`src/inc/asc_adc_seq_regs.vh`:
```
/*
  register map, field positions and reset values of the converter sequencing control.
  assumes a 32-bit classic wishbone slave with byte addresses; each register is one aligned word.
*/
`ifndef ASC_ADC_SEQ_REGS_VH
`define ASC_ADC_SEQ_REGS_VH

// register indexes; byte address is four times the index
`define ASC_IDX_INT_TRIG_CTL  6'h02
`define ASC_IDX_SEQ_CTL       6'h03
`define ASC_IDX_START         6'h05
`define ASC_IDX_STATUS0       6'h06
`define ASC_IDX_CONV_FLAGS    6'h07
`define ASC_IDX_CMP_EN        6'h08
`define ASC_IDX_IRQ_STATUS    6'h09
`define ASC_IDX_IRQ_MASK      6'h0a
`define ASC_IDX_RESULT_BASE   6'h10

// interrupt_trigger_control fields
`define ASC_F_TRIG_LEVEL_SEL  4
`define ASC_F_TRIG_POLARITY   3
`define ASC_F_TRIG_ENABLE     2
`define ASC_F_SEQ_DONE_IRQ_EN 1
`define ASC_F_COMPARE_IRQ_EN  0

// sequence_control fields
`define ASC_F_RESULT_JUSTIFY  7
`define ASC_F_SEQ_LEN_HI      6
`define ASC_F_SEQ_LEN_LO      3
`define ASC_F_FIFO_MODE       2
`define ASC_F_FREEZE_HI       1
`define ASC_F_FREEZE_LO       0

// start_reg, status_reg0 and irq status fields
`define ASC_F_START_SCAN      0
`define ASC_F_STAT_SEQ_DONE   7
`define ASC_F_STAT_BUSY       4
`define ASC_F_IRQ_COMPARE     0
`define ASC_F_IRQ_SEQ_DONE    1

// reset values
`define ASC_RST_INT_TRIG_CTL  8'h00
`define ASC_RST_SEQ_CTL       8'h20
`define ASC_RST_CMP_EN        16'h0000
`define ASC_RST_IRQ_MASK      2'h3

// freeze control encodings
`define ASC_FRZ_CONTINUE      2'h0
`define ASC_FRZ_RESERVED      2'h1
`define ASC_FRZ_FINISH        2'h2
`define ASC_FRZ_IMMEDIATE     2'h3

// sequence length limits and result file size
`define ASC_SEQ_LEN_MAX       4'ha
`define ASC_RESULT_LAST       4'hf

`endif

```
`src/hdl/asc_adc_seq_ctl.v`:
```
/*
  sequencing control of an analog-to-digital converter: control registers over classic wishbone,
  sequence state machine, result placement (normal and fifo), per-conversion flags, interrupt,
  external trigger detection and debug freeze handling.
  assumes the analog core converts on o_conv_start, returns i_conv_done for one cycle with the raw
  12-bit result and a compare outcome, and pauses while o_conv_hold is high. i_freeze and
  i_stop_mode come from logic on the same clock; i_ext_trig is an asynchronous pin.
*/
// The Wishbone slave port was chosen for this implementation.
`include "asc_adc_seq_regs.vh"
`timescale 1ns/1ps
`default_nettype none

module asc_adc_seq_ctl (
  // clock and reset
  input  wire        i_clk_sys,
  input  wire        i_reset,
  // wishbone slave
  input  wire        i_wb_cyc,
  input  wire        i_wb_stb,
  input  wire        i_wb_we,
  input  wire [7:0]  i_wb_adr,
  input  wire [3:0]  i_wb_sel,
  input  wire [31:0] i_wb_dat,
  output reg  [31:0] o_wb_dat,
  output reg         o_wb_ack,
  // analog core
  output reg         o_conv_start,
  output reg         o_conv_abort,
  output wire        o_conv_hold,
  input  wire        i_conv_done,
  input  wire [11:0] i_conv_result,
  input  wire        i_compare_hit,
  // system pins
  input  wire        i_ext_trig,
  input  wire        i_freeze,
  input  wire        i_stop_mode,
  // interrupt
  output wire        o_irq
);

  localparam [1:0] ST_IDLE   = 2'h0;
  localparam [1:0] ST_CONV   = 2'h1;
  localparam [1:0] ST_LAUNCH = 2'h2;

  // number of conversions per sequence from the length code
  function [3:0] seq_len_of;
    input [3:0] code;
    begin
      if (code == 4'h0 || code > 4'h9) begin
        seq_len_of = `ASC_SEQ_LEN_MAX;
      end else begin
        seq_len_of = code;
      end
    end
  endfunction

  // placement of the unsigned raw result in a 16-bit result register
  function [15:0] justify;
    input        right;
    input [11:0] raw;
    begin
      if (right) begin
        justify = {4'h0, raw};
      end else begin
        justify = {raw, 4'h0};
      end
    end
  endfunction

  // registers
  reg  [7:0]  int_trig_ctl_q;
  reg  [7:0]  seq_ctl_q;
  reg  [15:0] cmp_en_q;
  reg  [1:0]  irq_mask_q;
  reg         scan_q;
  reg  [15:0] conv_flag_q;
  reg         seq_done_flag_q;
  reg         cmp_evt_q;
  reg  [15:0] result_q [0:15];

  // sequencing state
  reg  [1:0]  state_q;
  reg  [3:0]  conv_cnt_q;
  reg  [3:0]  seq_pos_q;

  // trigger synchroniser and edge history
  reg         trig_meta_q;
  reg         trig_sync_q;
  reg         trig_prev_q;

  // bus decode
  wire        bus_req   = i_wb_cyc & i_wb_stb;
  wire        wr_now    = bus_req & i_wb_we & o_wb_ack;
  wire [5:0]  idx       = i_wb_adr[7:2];
  wire        wr_ctl2   = wr_now && idx == `ASC_IDX_INT_TRIG_CTL && i_wb_sel[0];
  wire        wr_ctl3   = wr_now && idx == `ASC_IDX_SEQ_CTL && i_wb_sel[0];
  wire        wr_start  = wr_now && idx == `ASC_IDX_START && i_wb_sel[0];
  wire        wr_stat0  = wr_now && idx == `ASC_IDX_STATUS0 && i_wb_sel[0];
  wire        wr_flags  = wr_now && idx == `ASC_IDX_CONV_FLAGS;
  wire        wr_cmpen  = wr_now && idx == `ASC_IDX_CMP_EN;
  wire        wr_irqst  = wr_now && idx == `ASC_IDX_IRQ_STATUS && i_wb_sel[0];
  wire        wr_irqmk  = wr_now && idx == `ASC_IDX_IRQ_MASK && i_wb_sel[0];

  // control fields
  wire        trig_level_sel  = int_trig_ctl_q[`ASC_F_TRIG_LEVEL_SEL];
  wire        trig_polarity   = int_trig_ctl_q[`ASC_F_TRIG_POLARITY];
  wire        trig_enable     = int_trig_ctl_q[`ASC_F_TRIG_ENABLE];
  wire        seq_done_irq_en = int_trig_ctl_q[`ASC_F_SEQ_DONE_IRQ_EN];
  wire        compare_irq_en  = int_trig_ctl_q[`ASC_F_COMPARE_IRQ_EN];
  wire        result_justify  = seq_ctl_q[`ASC_F_RESULT_JUSTIFY];
  wire [3:0]  seq_len_code    = seq_ctl_q[`ASC_F_SEQ_LEN_HI:`ASC_F_SEQ_LEN_LO];
  wire        fifo_mode       = seq_ctl_q[`ASC_F_FIFO_MODE];
  wire [1:0]  freeze_ctl      = seq_ctl_q[`ASC_F_FREEZE_HI:`ASC_F_FREEZE_LO];
  wire [3:0]  seq_len         = seq_len_of(seq_len_code);

  // fifo mode masks every compare enable and the compare interrupt enable
  wire        cmp_active      = ~fifo_mode & cmp_en_q[conv_cnt_q];
  wire        cmp_irq_gate    = compare_irq_en & ~fifo_mode;

  // external trigger detection
  // the edge history resets low, so a pin idling high shows a rise after reset; the trigger
  // enable also resets low, which keeps that false edge from starting a sequence
  wire        trig_rise  = trig_sync_q & ~trig_prev_q;
  wire        trig_fall  = ~trig_sync_q & trig_prev_q;
  reg         trig_hit;
  always @* begin
    case ({trig_level_sel, trig_polarity})
      2'h0:    trig_hit = trig_fall;
      2'h1:    trig_hit = trig_rise;
      2'h2:    trig_hit = ~trig_sync_q;
      2'h3:    trig_hit = trig_sync_q;
      default: trig_hit = 1'b0;
    endcase
  end
  // a level trigger restarts only once the running sequence ends
  wire        trig_start = trig_hit & trig_enable & ~i_stop_mode & (state_q == ST_IDLE);

  // freeze handling; the reserved code behaves as continue
  wire        frz_finish = i_freeze && freeze_ctl == `ASC_FRZ_FINISH;
  wire        frz_now    = i_freeze && freeze_ctl == `ASC_FRZ_IMMEDIATE;
  assign o_conv_hold = frz_now & (state_q == ST_CONV);

  // conversion completion as seen by the sequencer; ignored while idle so a late answer after
  // an abort cannot place a stale result
  wire        conv_done = i_conv_done & (state_q == ST_CONV);
  // the length is read on every step; rewriting it mid-sequence is harmless because that
  // write aborts the sequence first
  wire        last_conv = (seq_pos_q + 4'h1) == seq_len;
  wire        flag_set  = ~cmp_active | i_compare_hit;

  // trigger synchroniser: the first stage feeds only the second
  always @(posedge i_clk_sys) begin
    if (i_reset) begin
      trig_meta_q <= 1'b0;
      trig_sync_q <= 1'b0;
      trig_prev_q <= 1'b0;
    end else begin
      trig_meta_q <= i_ext_trig;
      trig_sync_q <= trig_meta_q;
      trig_prev_q <= trig_sync_q;
    end
  end

  // software control registers
  always @(posedge i_clk_sys) begin
    if (i_reset) begin
      int_trig_ctl_q <= `ASC_RST_INT_TRIG_CTL;
      seq_ctl_q      <= `ASC_RST_SEQ_CTL;
      cmp_en_q       <= `ASC_RST_CMP_EN;
      irq_mask_q     <= `ASC_RST_IRQ_MASK;
      scan_q         <= 1'b0;
    end else begin
      if (wr_ctl2) begin
        int_trig_ctl_q <= {3'h0, i_wb_dat[4:0]};
      end
      if (wr_ctl3) begin
        seq_ctl_q <= i_wb_dat[7:0];
      end
      if (wr_cmpen && i_wb_sel[0]) begin
        cmp_en_q[7:0] <= i_wb_dat[7:0];
      end
      if (wr_cmpen && i_wb_sel[1]) begin
        cmp_en_q[15:8] <= i_wb_dat[15:8];
      end
      if (wr_irqmk) begin
        irq_mask_q <= i_wb_dat[1:0];
      end
      if (wr_start) begin
        scan_q <= i_wb_dat[`ASC_F_START_SCAN];
      end
    end
  end

  // sequence state machine and conversion counter
  // a sequence_control write outranks a start write, and both outrank the running sequence,
  // so an abort never leaves a launch or a counter step pending behind it
  always @(posedge i_clk_sys) begin
    if (i_reset) begin
      state_q      <= ST_IDLE;
      conv_cnt_q   <= 4'h0;
      seq_pos_q    <= 4'h0;
      o_conv_start <= 1'b0;
      o_conv_abort <= 1'b0;
    end else begin
      o_conv_start <= 1'b0;
      o_conv_abort <= 1'b0;
      if (wr_ctl3) begin
        state_q      <= ST_IDLE;
        conv_cnt_q   <= 4'h0;
        seq_pos_q    <= 4'h0;
        o_conv_abort <= (state_q != ST_IDLE);
      end else if (wr_start) begin
        state_q      <= ST_LAUNCH;
        conv_cnt_q   <= 4'h0;
        seq_pos_q    <= 4'h0;
        o_conv_abort <= (state_q != ST_IDLE);
      end else begin
        case (state_q)
          ST_IDLE: begin
            if (trig_start) begin
              state_q   <= ST_LAUNCH;
              seq_pos_q <= 4'h0;
              if (!fifo_mode) begin
                conv_cnt_q <= 4'h0;
              end
            end
          end
          ST_LAUNCH: begin
            // finish-then-freeze holds off the next conversion for the breakpoint
            if (!frz_finish && !frz_now) begin
              o_conv_start <= 1'b1;
              state_q      <= ST_CONV;
            end
          end
          ST_CONV: begin
            if (conv_done) begin
              if (fifo_mode) begin
                conv_cnt_q <= (conv_cnt_q == `ASC_RESULT_LAST) ? 4'h0 : conv_cnt_q + 4'h1;
              end else if (last_conv) begin
                conv_cnt_q <= 4'h0;
              end else begin
                conv_cnt_q <= seq_pos_q + 4'h1;
              end
              if (last_conv) begin
                seq_pos_q <= 4'h0;
                state_q   <= scan_q ? ST_LAUNCH : ST_IDLE;
              end else begin
                seq_pos_q <= seq_pos_q + 4'h1;
                state_q   <= ST_LAUNCH;
              end
            end
          end
          default: begin
            state_q <= ST_IDLE;
          end
        endcase
      end
    end
  end

  // result file: no reset, validity is tracked by the conversion flags
  // a result that lands on the edge of an abort is still kept: it was complete before the write
  always @(posedge i_clk_sys) begin
    if (conv_done) begin
      result_q[conv_cnt_q] <= justify(result_justify, i_conv_result);
    end
  end

  // per-conversion flags; a hardware set wins over a same-cycle software clear. the next value is
  // built per bit and stored by one process, so the flag word keeps a single driver
  wire [15:0] conv_flag_d;
  genvar g;
  generate
    for (g = 0; g < 16; g = g + 1) begin : g_flag
      wire set_bit = conv_done && conv_cnt_q == g && flag_set;
      wire clr_bit = wr_flags && i_wb_sel[g / 8] && i_wb_dat[g];
      assign conv_flag_d[g] = set_bit | (conv_flag_q[g] & ~clr_bit);
    end
  endgenerate

  always @(posedge i_clk_sys) begin
    if (i_reset) begin
      conv_flag_q <= 16'h0000;
    end else begin
      conv_flag_q <= conv_flag_d;
    end
  end

  // sticky event flags, write one to clear; seq done through either status view, compare only through irq status
  wire clr_seq_done = (wr_stat0 && i_wb_dat[`ASC_F_STAT_SEQ_DONE]) ||
                      (wr_irqst && i_wb_dat[`ASC_F_IRQ_SEQ_DONE]);
  wire clr_cmp_evt  = wr_irqst && i_wb_dat[`ASC_F_IRQ_COMPARE];
  always @(posedge i_clk_sys) begin
    if (i_reset) begin
      seq_done_flag_q <= 1'b0;
      cmp_evt_q       <= 1'b0;
    end else begin
      if (conv_done && last_conv) begin
        seq_done_flag_q <= 1'b1;
      end else if (clr_seq_done) begin
        seq_done_flag_q <= 1'b0;
      end
      if (conv_done && cmp_active && i_compare_hit) begin
        cmp_evt_q <= 1'b1;
      end else if (clr_cmp_evt) begin
        cmp_evt_q <= 1'b0;
      end
    end
  end

  // interrupt: sticky status, mask, and the documented enables
  wire [1:0] irq_status = {seq_done_flag_q, cmp_evt_q};
  wire [1:0] irq_enable = {seq_done_irq_en, cmp_irq_gate};
  assign o_irq = |(irq_status & irq_mask_q & irq_enable);

  // read data, taken in the cycle the request is first seen
  // result registers read unknown until their first conversion; software checks the flags first
  reg [31:0] rd_data;
  always @* begin
    rd_data = 32'h0000_0000;
    if (idx >= `ASC_IDX_RESULT_BASE && idx < `ASC_IDX_RESULT_BASE + 6'h10) begin
      rd_data = {16'h0000, result_q[idx[3:0]]};
    end else begin
      case (idx)
        `ASC_IDX_INT_TRIG_CTL: rd_data = {24'h000000, int_trig_ctl_q};
        `ASC_IDX_SEQ_CTL:      rd_data = {24'h000000, seq_ctl_q};
        `ASC_IDX_START:        rd_data = {31'h00000000, scan_q};
        `ASC_IDX_STATUS0:      rd_data = {24'h000000, seq_done_flag_q, 2'h0, (state_q != ST_IDLE),
                                          conv_cnt_q};
        `ASC_IDX_CONV_FLAGS:   rd_data = {16'h0000, conv_flag_q};
        `ASC_IDX_CMP_EN:       rd_data = {16'h0000, cmp_en_q};
        `ASC_IDX_IRQ_STATUS:   rd_data = {30'h00000000, irq_status};
        `ASC_IDX_IRQ_MASK:     rd_data = {30'h00000000, irq_mask_q};
        default:               rd_data = 32'h0000_0000;
      endcase
    end
  end

  // one wait state: ack follows the request by one edge and drops the next cycle, so the
  // write side-effects land on the edge where the master sees ack
  always @(posedge i_clk_sys) begin
    if (i_reset) begin
      o_wb_ack <= 1'b0;
      o_wb_dat <= 32'h0000_0000;
    end else begin
      o_wb_ack <= bus_req & ~o_wb_ack;
      if (bus_req && !o_wb_ack && !i_wb_we) begin
        o_wb_dat <= rd_data;
      end
    end
  end

endmodule
`default_nettype wire

```
`config.mk`:
```
export PLATFORM = sky130hd
export DESIGN_NAME = asc_adc_seq_ctl
export DESIGN_NICKNAME = d
export VERILOG_FILES = /design/src/hdl/asc_adc_seq_ctl.v
export VERILOG_INCLUDE_DIRS = /design/src /design/src/inc
export SDC_FILE = /design/constraint.sdc
export NUM_CORES = 1
export LEC_CHECK = 0
export BUFFER_PORTS_ARGS = -buffer_cell sky130_fd_sc_hd__buf_2
export CORE_ASPECT_RATIO = 0.5
export CORE_MARGIN = 2
export CORE_UTILIZATION = 30
export CTS_BUF_LIST = sky130_fd_sc_hd__clkbuf_2
export CTS_CLUSTER_SIZE = 30
export DETAILED_ROUTE_END_ITERATION = 8
export PLACE_DENSITY = 0.48
export SLEW_MARGIN = 40
export SYNTH_ARGS = -nofsm -noshare
export SYNTH_HDL_FRONTEND = slang
export SYNTH_SLANG_ARGS = --single-unit
export TNS_END_PERCENT = 30
```
`constraint.sdc`:
```
create_clock -name i_clk_sys -period 2.8 [get_ports i_clk_sys]
set_input_delay 0.42 -clock i_clk_sys [delete_from_list [all_inputs] [get_ports i_clk_sys]]
set_output_delay 0.42 -clock i_clk_sys [all_outputs]
set_load 0.05 [all_outputs]
```
==> implementation parameters, run 1 <==
Parameter                              Value

Placement
  Worst slack at placement    0.247 ns
  Standard cell area after detailed placement    15300 um2
  Detailed placement HPWL    23800 um
  Input/output buffers    66
  Last weighted congestion value of the routability-driven placer    0.834

CTS
  CTS root buffer    sky130_fd_sc_hd__clkbuf_2
  Post-CTS setup buffers    0
  Sinks on Clock Net    338
  Number of H-tree branching levels    3
  CTS buffer count    82
  Reg clk slew, reported paths    0.12 ns
  Skew-Pair Late Insertion Delay    0.97 ns
  Clock tree from TritonCTS    built
  Worst-case clock buffer depth    3

Power and ir drop
  P_leak    5.60 nW
  Post-layout total power    9.13 mW
  Power density of the placed cells    547 nW/um2
  Worst vdd ir    0.221 mV

Floorplanning
  Die span in y    157 um
  # IOs    103
  Width of the die    310 um
  Core Rows    55
  Standard cell core area    45700 um2
  Starting density of the core    30.7%
  Total die area    48600 um2

Finish
  Signed area change from the synthesized netlist to the final layout    18.9%
  Net count, final    1188
  Area of the multi-input gates    4410 um2
  Design area    16700 um2
  Fillers    4410
  Sequential cell area    9330 um2
  Layout cells sized above 1    30.7%

Worst setup path
  Highest net fanout along the worst path    15
  Required time reported for the critical path endpoint    3.61 ns
  Sort of element at the start of the critical path    input port
  Endpoint type of the worst setup path    flop
  Critical path class    in -> reg
  Critical path data arrival time    3.55 ns

Run
  Number of max-capacitance violations reported    0

Logic synthesis
  Number of synthesis warnings    0
  Share of synthesized flip-flops with an asynchronous set or reset    0%
  Share of the synthesized area in the top cell type    54.8%
  Dominant cells by area after synthesis    sky130_fd_sc_hd__edfxtp_1, sky130_fd_sc_hd__dfxtp_1, sky130_fd_sc_hd__mux4_2
  Flip-flop and latch count after synthesis    338
  List of most frequent post-synthesis cells    sky130_fd_sc_hd__edfxtp_1, sky130_fd_sc_hd__dfxtp_1, sky130_fd_sc_hd__nand2_1
  Most frequently used cell type in the post-synthesis netlist    sky130_fd_sc_hd__edfxtp_1
  Primary flip-flop cell chosen by synthesis mapping    sky130_fd_sc_hd__edfxtp_1
  Cell area after synthesis    14000 um2
  Syn_area_per_cell    15.5 um2
  Top cell type by total area after synthesis    sky130_fd_sc_hd__edfxtp_1
  Number of distinct standard cells referenced by the synthesized netlist    64
  Part of the Yosys area used for sequential elements    66.5%
  EDFF count, synth    256
  Post-Syn Instances    904

STA
  Shortest period the worst path allows    2.74 ns
  Slack of the critical path    0.0650 ns
  Final setup skew    0.0558 ns
  Setup Total Neg Slack    0 ns
  Setup repair after global routing missed its margin    false
  Final setup fails    0
  Fin Hold WS    0.0939 ns
  Final Hold Fails    0
  Count of pins over their slew limit    0
  Worst Max-Slew Pin Slew    0.691 ns
  Highest attainable clock frequency    366 MHz
  Share of the clock period used by the worst path    97.7%
  Relative max-transition margin    53.8%

Global route
  All-layer global routing usage    16.5%
  GRT met1 Usage    21.1%
  First-pass GRT wire length    58300 um
  Global-route track usage on met2    27.9%
  Number of global-route vias before repair    9381
  Overflow left after global routing    0
  Largest net degree at the start of global routing    48
  Layer with the highest usage    met2
  Initial antenna violation count    1
  GRT met3 Usage    3.73%

Routing
  Routed wire length per instance    21.7 um
  Vias per cell    4.99
  First DRT Iteration DRCs    815
  Number of nets still failing antenna checks after routing    0
  Total vias in the final route    8987
  TritonRoute pass-1 iters    7
  Total Routed Length    39100 um
  Count of unresolved DRC violations after routing    0

Outcome
  Outcome    complete, no violations

Hold path
  Tightest Hold Check Type    in -> reg
==> kinds of logic (layout without fill, tap and decap cells) <==
kind of cell,count (synthesis),after routing,share of synthesized area [%]
compound gates,161,161,8.63
xor+xnor,7,7,0.437
fa+ha+maj,5,5,0.446
buf+inv,76,329,3.02
flops,338,338,66.5
mux,96,96,13.1
other cells,1,17,0.0267
simple gates,220,220,7.84
==> worst paths after layout <==
check / startpoint / to / slack (ns) / cells after the start
worst min-delay path: i_wb_adr[6] / cmp_en_q[2]$_SDFFE_PP0P_ / 0.09 / 5
worst max register to register: conv_cnt_q[0]$_SDFFE_PP0P_ / cmp_evt_q$_SDFFE_PP0P_ / 0.11 / 5
worst min register to register: trig_meta_q$_SDFF_PP0_ / trig_sync_q$_SDFF_PP0_ / 0.46 / 1
worst max-delay path: i_wb_adr[2] / cmp_en_q[15]$_SDFFE_PP0P_ / 0.06 / 10
==> layer usage <==
layer / up-vias / routed length [um]
li1: 4026 / -
met1: 4587 / 16600
met2: 305 / 19400
met3: 69 / 2280
met4: 0 / 764
met5: - / 0
==> power by group <==
| part | total [mW] | internal, mW | switching [mW] | leakage (nW) |
|---|---|---|---|---|
| Combinational | 0.603 | 0.229 | 0.375 | 2.21 |
| Sequential | 5.38 | 5.37 | 0.00844 | 2.85 |
| Clock | 3.14 | 1.13 | 2.01 | 0.536 |
| Total | 9.13 | 6.73 | 2.40 | 5.60 |
==> metrics by stage <==
| stage | utilization, % | cells |
|---|---|---|
| final | 36.5 | 1800 |
| after global routing | 36.5 | 1800 |
| after CTS | 36.5 | 1799 |
| after detailed placement | 33.5 | 1595 |
| after global placement | 33.5 | 1595 |
| after floorplan | - | 919 |
==> critical path: stages <==
cell and delay (ns):
sky130_fd_sc_hd__buf_4 0.22, sky130_fd_sc_hd__buf_12 0.21, sky130_fd_sc_hd__buf_4 0.21, sky130_fd_sc_hd__nor3b_4 0.59, sky130_fd_sc_hd__buf_4 0.30, sky130_fd_sc_hd__nand3_4 0.17, sky130_fd_sc_hd__mux2i_1 0.21, sky130_fd_sc_hd__dlygate4sd3_1 0.58
sky130_fd_sc_hd__nor2_1 0.04, sky130_fd_sc_hd__dlygate4sd3_1 0.57
==> layout by cell type (no fill, tap or decap), types with 12 or more instances in the layout <==
cell type                       count
sky130_fd_sc_hd__edfxtp_1         256
sky130_fd_sc_hd__clkbuf_2         118
sky130_fd_sc_hd__dfxtp_1           79
sky130_fd_sc_hd__nand2_1           76
sky130_fd_sc_hd__mux4_2            69
sky130_fd_sc_hd__dlygate4sd3_1     65
sky130_fd_sc_hd__buf_2             63
sky130_fd_sc_hd__buf_4             46
sky130_fd_sc_hd__a21oi_1           38
sky130_fd_sc_hd__nor2_1            35
sky130_fd_sc_hd__a22oi_1           22
sky130_fd_sc_hd__nand3_1           20
sky130_fd_sc_hd__mux2i_1           18
sky130_fd_sc_hd__a32o_1            16
sky130_fd_sc_hd__conb_1            16
sky130_fd_sc_hd__nor3_1            15
sky130_fd_sc_hd__o21ai_0           15
sky130_fd_sc_hd__nor2_2            13
sky130_fd_sc_hd__clkinv_1          13
sky130_fd_sc_hd__nor2b_1           12
sky130_fd_sc_hd__a221o_1           12
==> state kept, by name, summed over array words and instances, names as in the netlist, 2 cells and up <==
register and cells:
state_q 2, result_q 256, int_trig_ctl_q 5, seq_pos_q 4, conv_cnt_q 4, seq_ctl_q 8, irq_mask_q 2, cmp_en_q 16
o_wb_dat 16, conv_flag_q 16
==> layout make-up <==
type	instances	area share, %
inverters	9	0.203
repair buffers	181	8.55
multi-input cells	505	26.4
clock inverters	21	0.593
diodes	1	0.0150
well taps	627	4.70
flip-flops and latches	338	56.0
clock buffers	118	3.54
==> what timing repair did <==
action                                 CTS  global route
setup endpoints to repair                0             3
resized for setup                        0             4
endpoints found under the hold margin  282             0
hold buffers                            65             0
Power figures use the tool's default switching activity.
==> inputs of run 2 (changes only) <==
==> constraint.sdc (replaced) <==
create_clock -name i_clk_sys -period 2.3 [get_ports i_clk_sys]
set_input_delay 0.345 -clock i_clk_sys [delete_from_list [all_inputs] [get_ports i_clk_sys]]
set_output_delay 0.345 -clock i_clk_sys [all_outputs]
set_load 0.05 [all_outputs]
==> run 2 against run 1 <==
Compared with the run above: die area did not move; cell count grew 2.7%; core utilization up 1.3 points; cell area rose by 3.4%; critical path depth down 1; non-clock buffer count grew 37; critical path type unchanged; clock power increased by 28%; highest routed layer unchanged.
==> implementation parameters, run 2 (synthesis results as in run 1) <==
Parameter                              Value

Outcome
  Outcome    complete, no violations

Hold path
  Endpoint of the worst hold-timing path    cmp_en_q[6]$_SDFFE_PP0P_
  Tightest Hold Check Type    in -> reg
  Start point of the worst hold path    i_wb_adr[3]
  Cell count of the worst hold path    6 (+1)

CTS
  Clock tree from TritonCTS    built
  Worst-case clock buffer depth    3 (unchanged)
  Number of H-tree branching levels    3 (unchanged)
  CTS root buffer    sky130_fd_sc_hd__clkbuf_2
  Skew-Pair Late Insertion Delay    0.98 ns (about the same)
  CTS buffer count    84 (+2.4%)
  Sinks on Clock Net    338 (unchanged)
  Reg clk slew, reported paths    0.09 ns (-0.03 ns)

Floorplanning
  Die span in y    157 um (unchanged)
  Standard cell core area    45700 um2 (unchanged)
  Core Rows    55 (unchanged)
  Total die area    48600 um2 (unchanged)
  Starting density of the core    30.7% (unchanged)
  Width of the die    310 um (unchanged)
  # IOs    103 (unchanged)

Global route
  Number of global-route vias before repair    9392 (+0.12%)
  All-layer global routing usage    16.6% (+0.10 points)
  Overflow left after global routing    0 (unchanged)
  First-pass GRT wire length    58900 um (+0.91%)
  Largest net degree at the start of global routing    30 (-38%)
  Initial antenna violation count    1 (unchanged)

Finish
  Signed area change from the synthesized netlist to the final layout    23.0%
  Top register by number of flip-flops    result_q
  Layout cells sized above 1    33.3% (+2.5 points)
  Commonest cells after routing, fill and taps aside    sky130_fd_sc_hd__edfxtp_1, sky130_fd_sc_hd__clkbuf_2, sky130_fd_sc_hd__dfxtp_1
  Design area    17200 um2 (+3.4%)
  Most common cell after layout, fill and taps aside    sky130_fd_sc_hd__edfxtp_1
  Net count, final    1227 (+3.3%)
  Max reg flops    256 (unchanged)

Worst setup path
  Critical path data arrival time    3.00 ns (-0.55 ns)
  Critical-path cell list    dlygate4sd3_1, buf_2, nor4b_4, nor3b_4, buf_6, nand3_4, mux2i_1, dlygate4sd3_1, nor2_1
  Critical path class    in -> reg
  Endpoint of the lowest-slack register-to-register path    result_q[2][9]$_DFFE_PP_
  Worst r2r src    seq_ctl_q[7]$_SDFFE_PP0P_
  Sort of element at the start of the critical path    input port
  Family with the most delay on the worst path    buffers and inverters
  Required time reported for the critical path endpoint    3.06 ns (-0.55 ns)
  Cell seen most often among critical-path stages    sky130_fd_sc_hd__dlygate4sd3_1
  Total buffers and inverters traversed by the critical path    4 (-2)
  Worst-path cell with the longest stage delay    sky130_fd_sc_hd__dlygate4sd3_1
  Worst reg2reg path depth    3 (-2)
  Worst stage delay on the critical path    0.57 ns (-0.02 ns)
  Endpoint type of the worst setup path    flop
  Minimum setup slack among reg-to-reg paths    0.13 ns (+0.02 ns)
  Highest net fanout along the worst path    10 (-5)

STA
  Highest attainable clock frequency    447 MHz
  Setup Total Neg Slack    0 ns (unchanged)
  Final setup skew    0.112 ns (+0.0559 ns)
  Slack of the critical path    0.0647 ns (-0.000253 ns)
  Worst Max-Slew Pin Slew    0.671 ns (-0.0202 ns)
  Share of the clock period used by the worst path    97.2%
  Shortest period the worst path allows    2.24 ns
  Setup repair after global routing missed its margin    true
  Final Hold Fails    0 (unchanged)
  Relative max-transition margin    55.2% (+1.4 points)
  Final setup fails    0 (unchanged)
  Count of pins over their slew limit    0 (unchanged)

Routing
  Count of unresolved DRC violations after routing    0 (unchanged)
  First DRT Iteration DRCs    752 (-7.7%)
  Number of nets still failing antenna checks after routing    0 (unchanged)
  Total Routed Length    39700 um (+1.6%)
  Vias per cell    4.99 (about the same)
  Routed wire length per instance    21.5 um (-1.0%)
  Total vias in the final route    9231 (+2.7%)
  TritonRoute pass-1 iters    5 (-2)

Placement
  Standard cell area after detailed placement    15800 um2 (+3.1%)
  Worst slack at placement    -0.0878 ns (-0.334 ns)
  Last weighted congestion value of the routability-driven placer    0.875 (+4.9%)
  Input/output buffers    66 (unchanged)
  Detailed placement HPWL    24600 um (+3.0%)

Power and ir drop
  P_leak    5.84 nW (+4.4%)
  Power density of the placed cells    658 nW/um2 (+20%)
  Worst vdd ir    0.333 mV (+51%)

Run
  Number of max-capacitance violations reported    0 (unchanged)
==> run 2: area by class of cell <==
type | count | area (um2)
Fill cell | 4378 | 28400
Sequential cell | 338 | 9340
Multi-Input combinational cell | 505 | 4430
Timing Repair Buffer | 218 | 1910
Tap cell | 627 | 785
Clock buffer | 123 | 616
Clock inverter | 28 | 145
Inverter | 9 | 33.8
Antenna cell | 1 | 2.50
==> run 2: repair_timing <==
item / CTS / global route
gates resized for setup: 11 / 5
pin swaps: 1 / 1
hold endpoints to repair: 333 / 0
setup buffers: 3 / 4
setup endpoints to repair: 2 / 8
hold buffers: 61 / 0
==> run 2: power by group <==
part	switching (mW)	total (mW)	leakage, nW	internal (mW)
clock	2.47	4.02	0.573	1.55
combinational	0.466	0.781	2.42	0.315
sequential	0.0104	6.55	2.85	6.54
total	2.95	11.3	5.84	8.40
==> run 2: how the worst max path moves through the flow <==
| stage | startpoint | end | slack, ns | cells past startpoint |
|---|---|---|---|---|
| floorplan | state_q[0]$_SDFFE_PP0P_ | result_q[10][0]$_DFFE_PP_ | -0.11 | 5 |
| global placement | i_wb_adr[2] | o_wb_dat[2]$_SDFFE_PP0P_ | -0.16 | 7 |
| detailed placement | i_wb_adr[2] | o_wb_dat[1]$_SDFFE_PP0P_ | -0.09 | 7 |
| CTS | state_q[1]$_SDFFE_PP0P_ | o_conv_hold | -0.1 | 4 |
| global route | seq_done_flag_q$_SDFFE_PP0P_ | o_irq | -0.01 | 3 |
| finish | i_wb_adr[4] | cmp_en_q[15]$_SDFFE_PP0P_ | 0.06 | 9 |
==> run 2: metal layers <==
layer  routed length, um  GRT usage, %  share of wire, %  up-vias
met2               19200          27.3                48      300
met1               17700          22.0                45     4750
met3                2000          3.45               5.0       61
li1                    -             -                 -     4120
met5                   0             0                 0        -
met4                 835          5.61               2.1        0
==> run 2: tightest hold or removal path, stage by stage <==
cell	delay (ns)
sky130_fd_sc_hd__buf_2	0.14
sky130_fd_sc_hd__buf_12	0.18
sky130_fd_sc_hd__nor3b_4	0.09
sky130_fd_sc_hd__buf_4	0.17
sky130_fd_sc_hd__nand3_1	0.08
sky130_fd_sc_hd__a21oi_1	0.05
==> run 2: metrics by stage <==
step | total power [mW] | std cells | hold WS (ns) | utilization, %
after floorplan | 7.14 | 919 | 0.414 | -
after global placement | 7.40 | 1630 | 0.421 | 34.6
after detailed placement | 7.41 | 1630 | 0.433 | 34.6
after CTS | 11.5 | 1845 | 0.0521 | 37.7
after global routing | 11.9 | 1849 | 0.0987 | 37.7
final | 11.3 | 1849 | 0.179 | 37.7
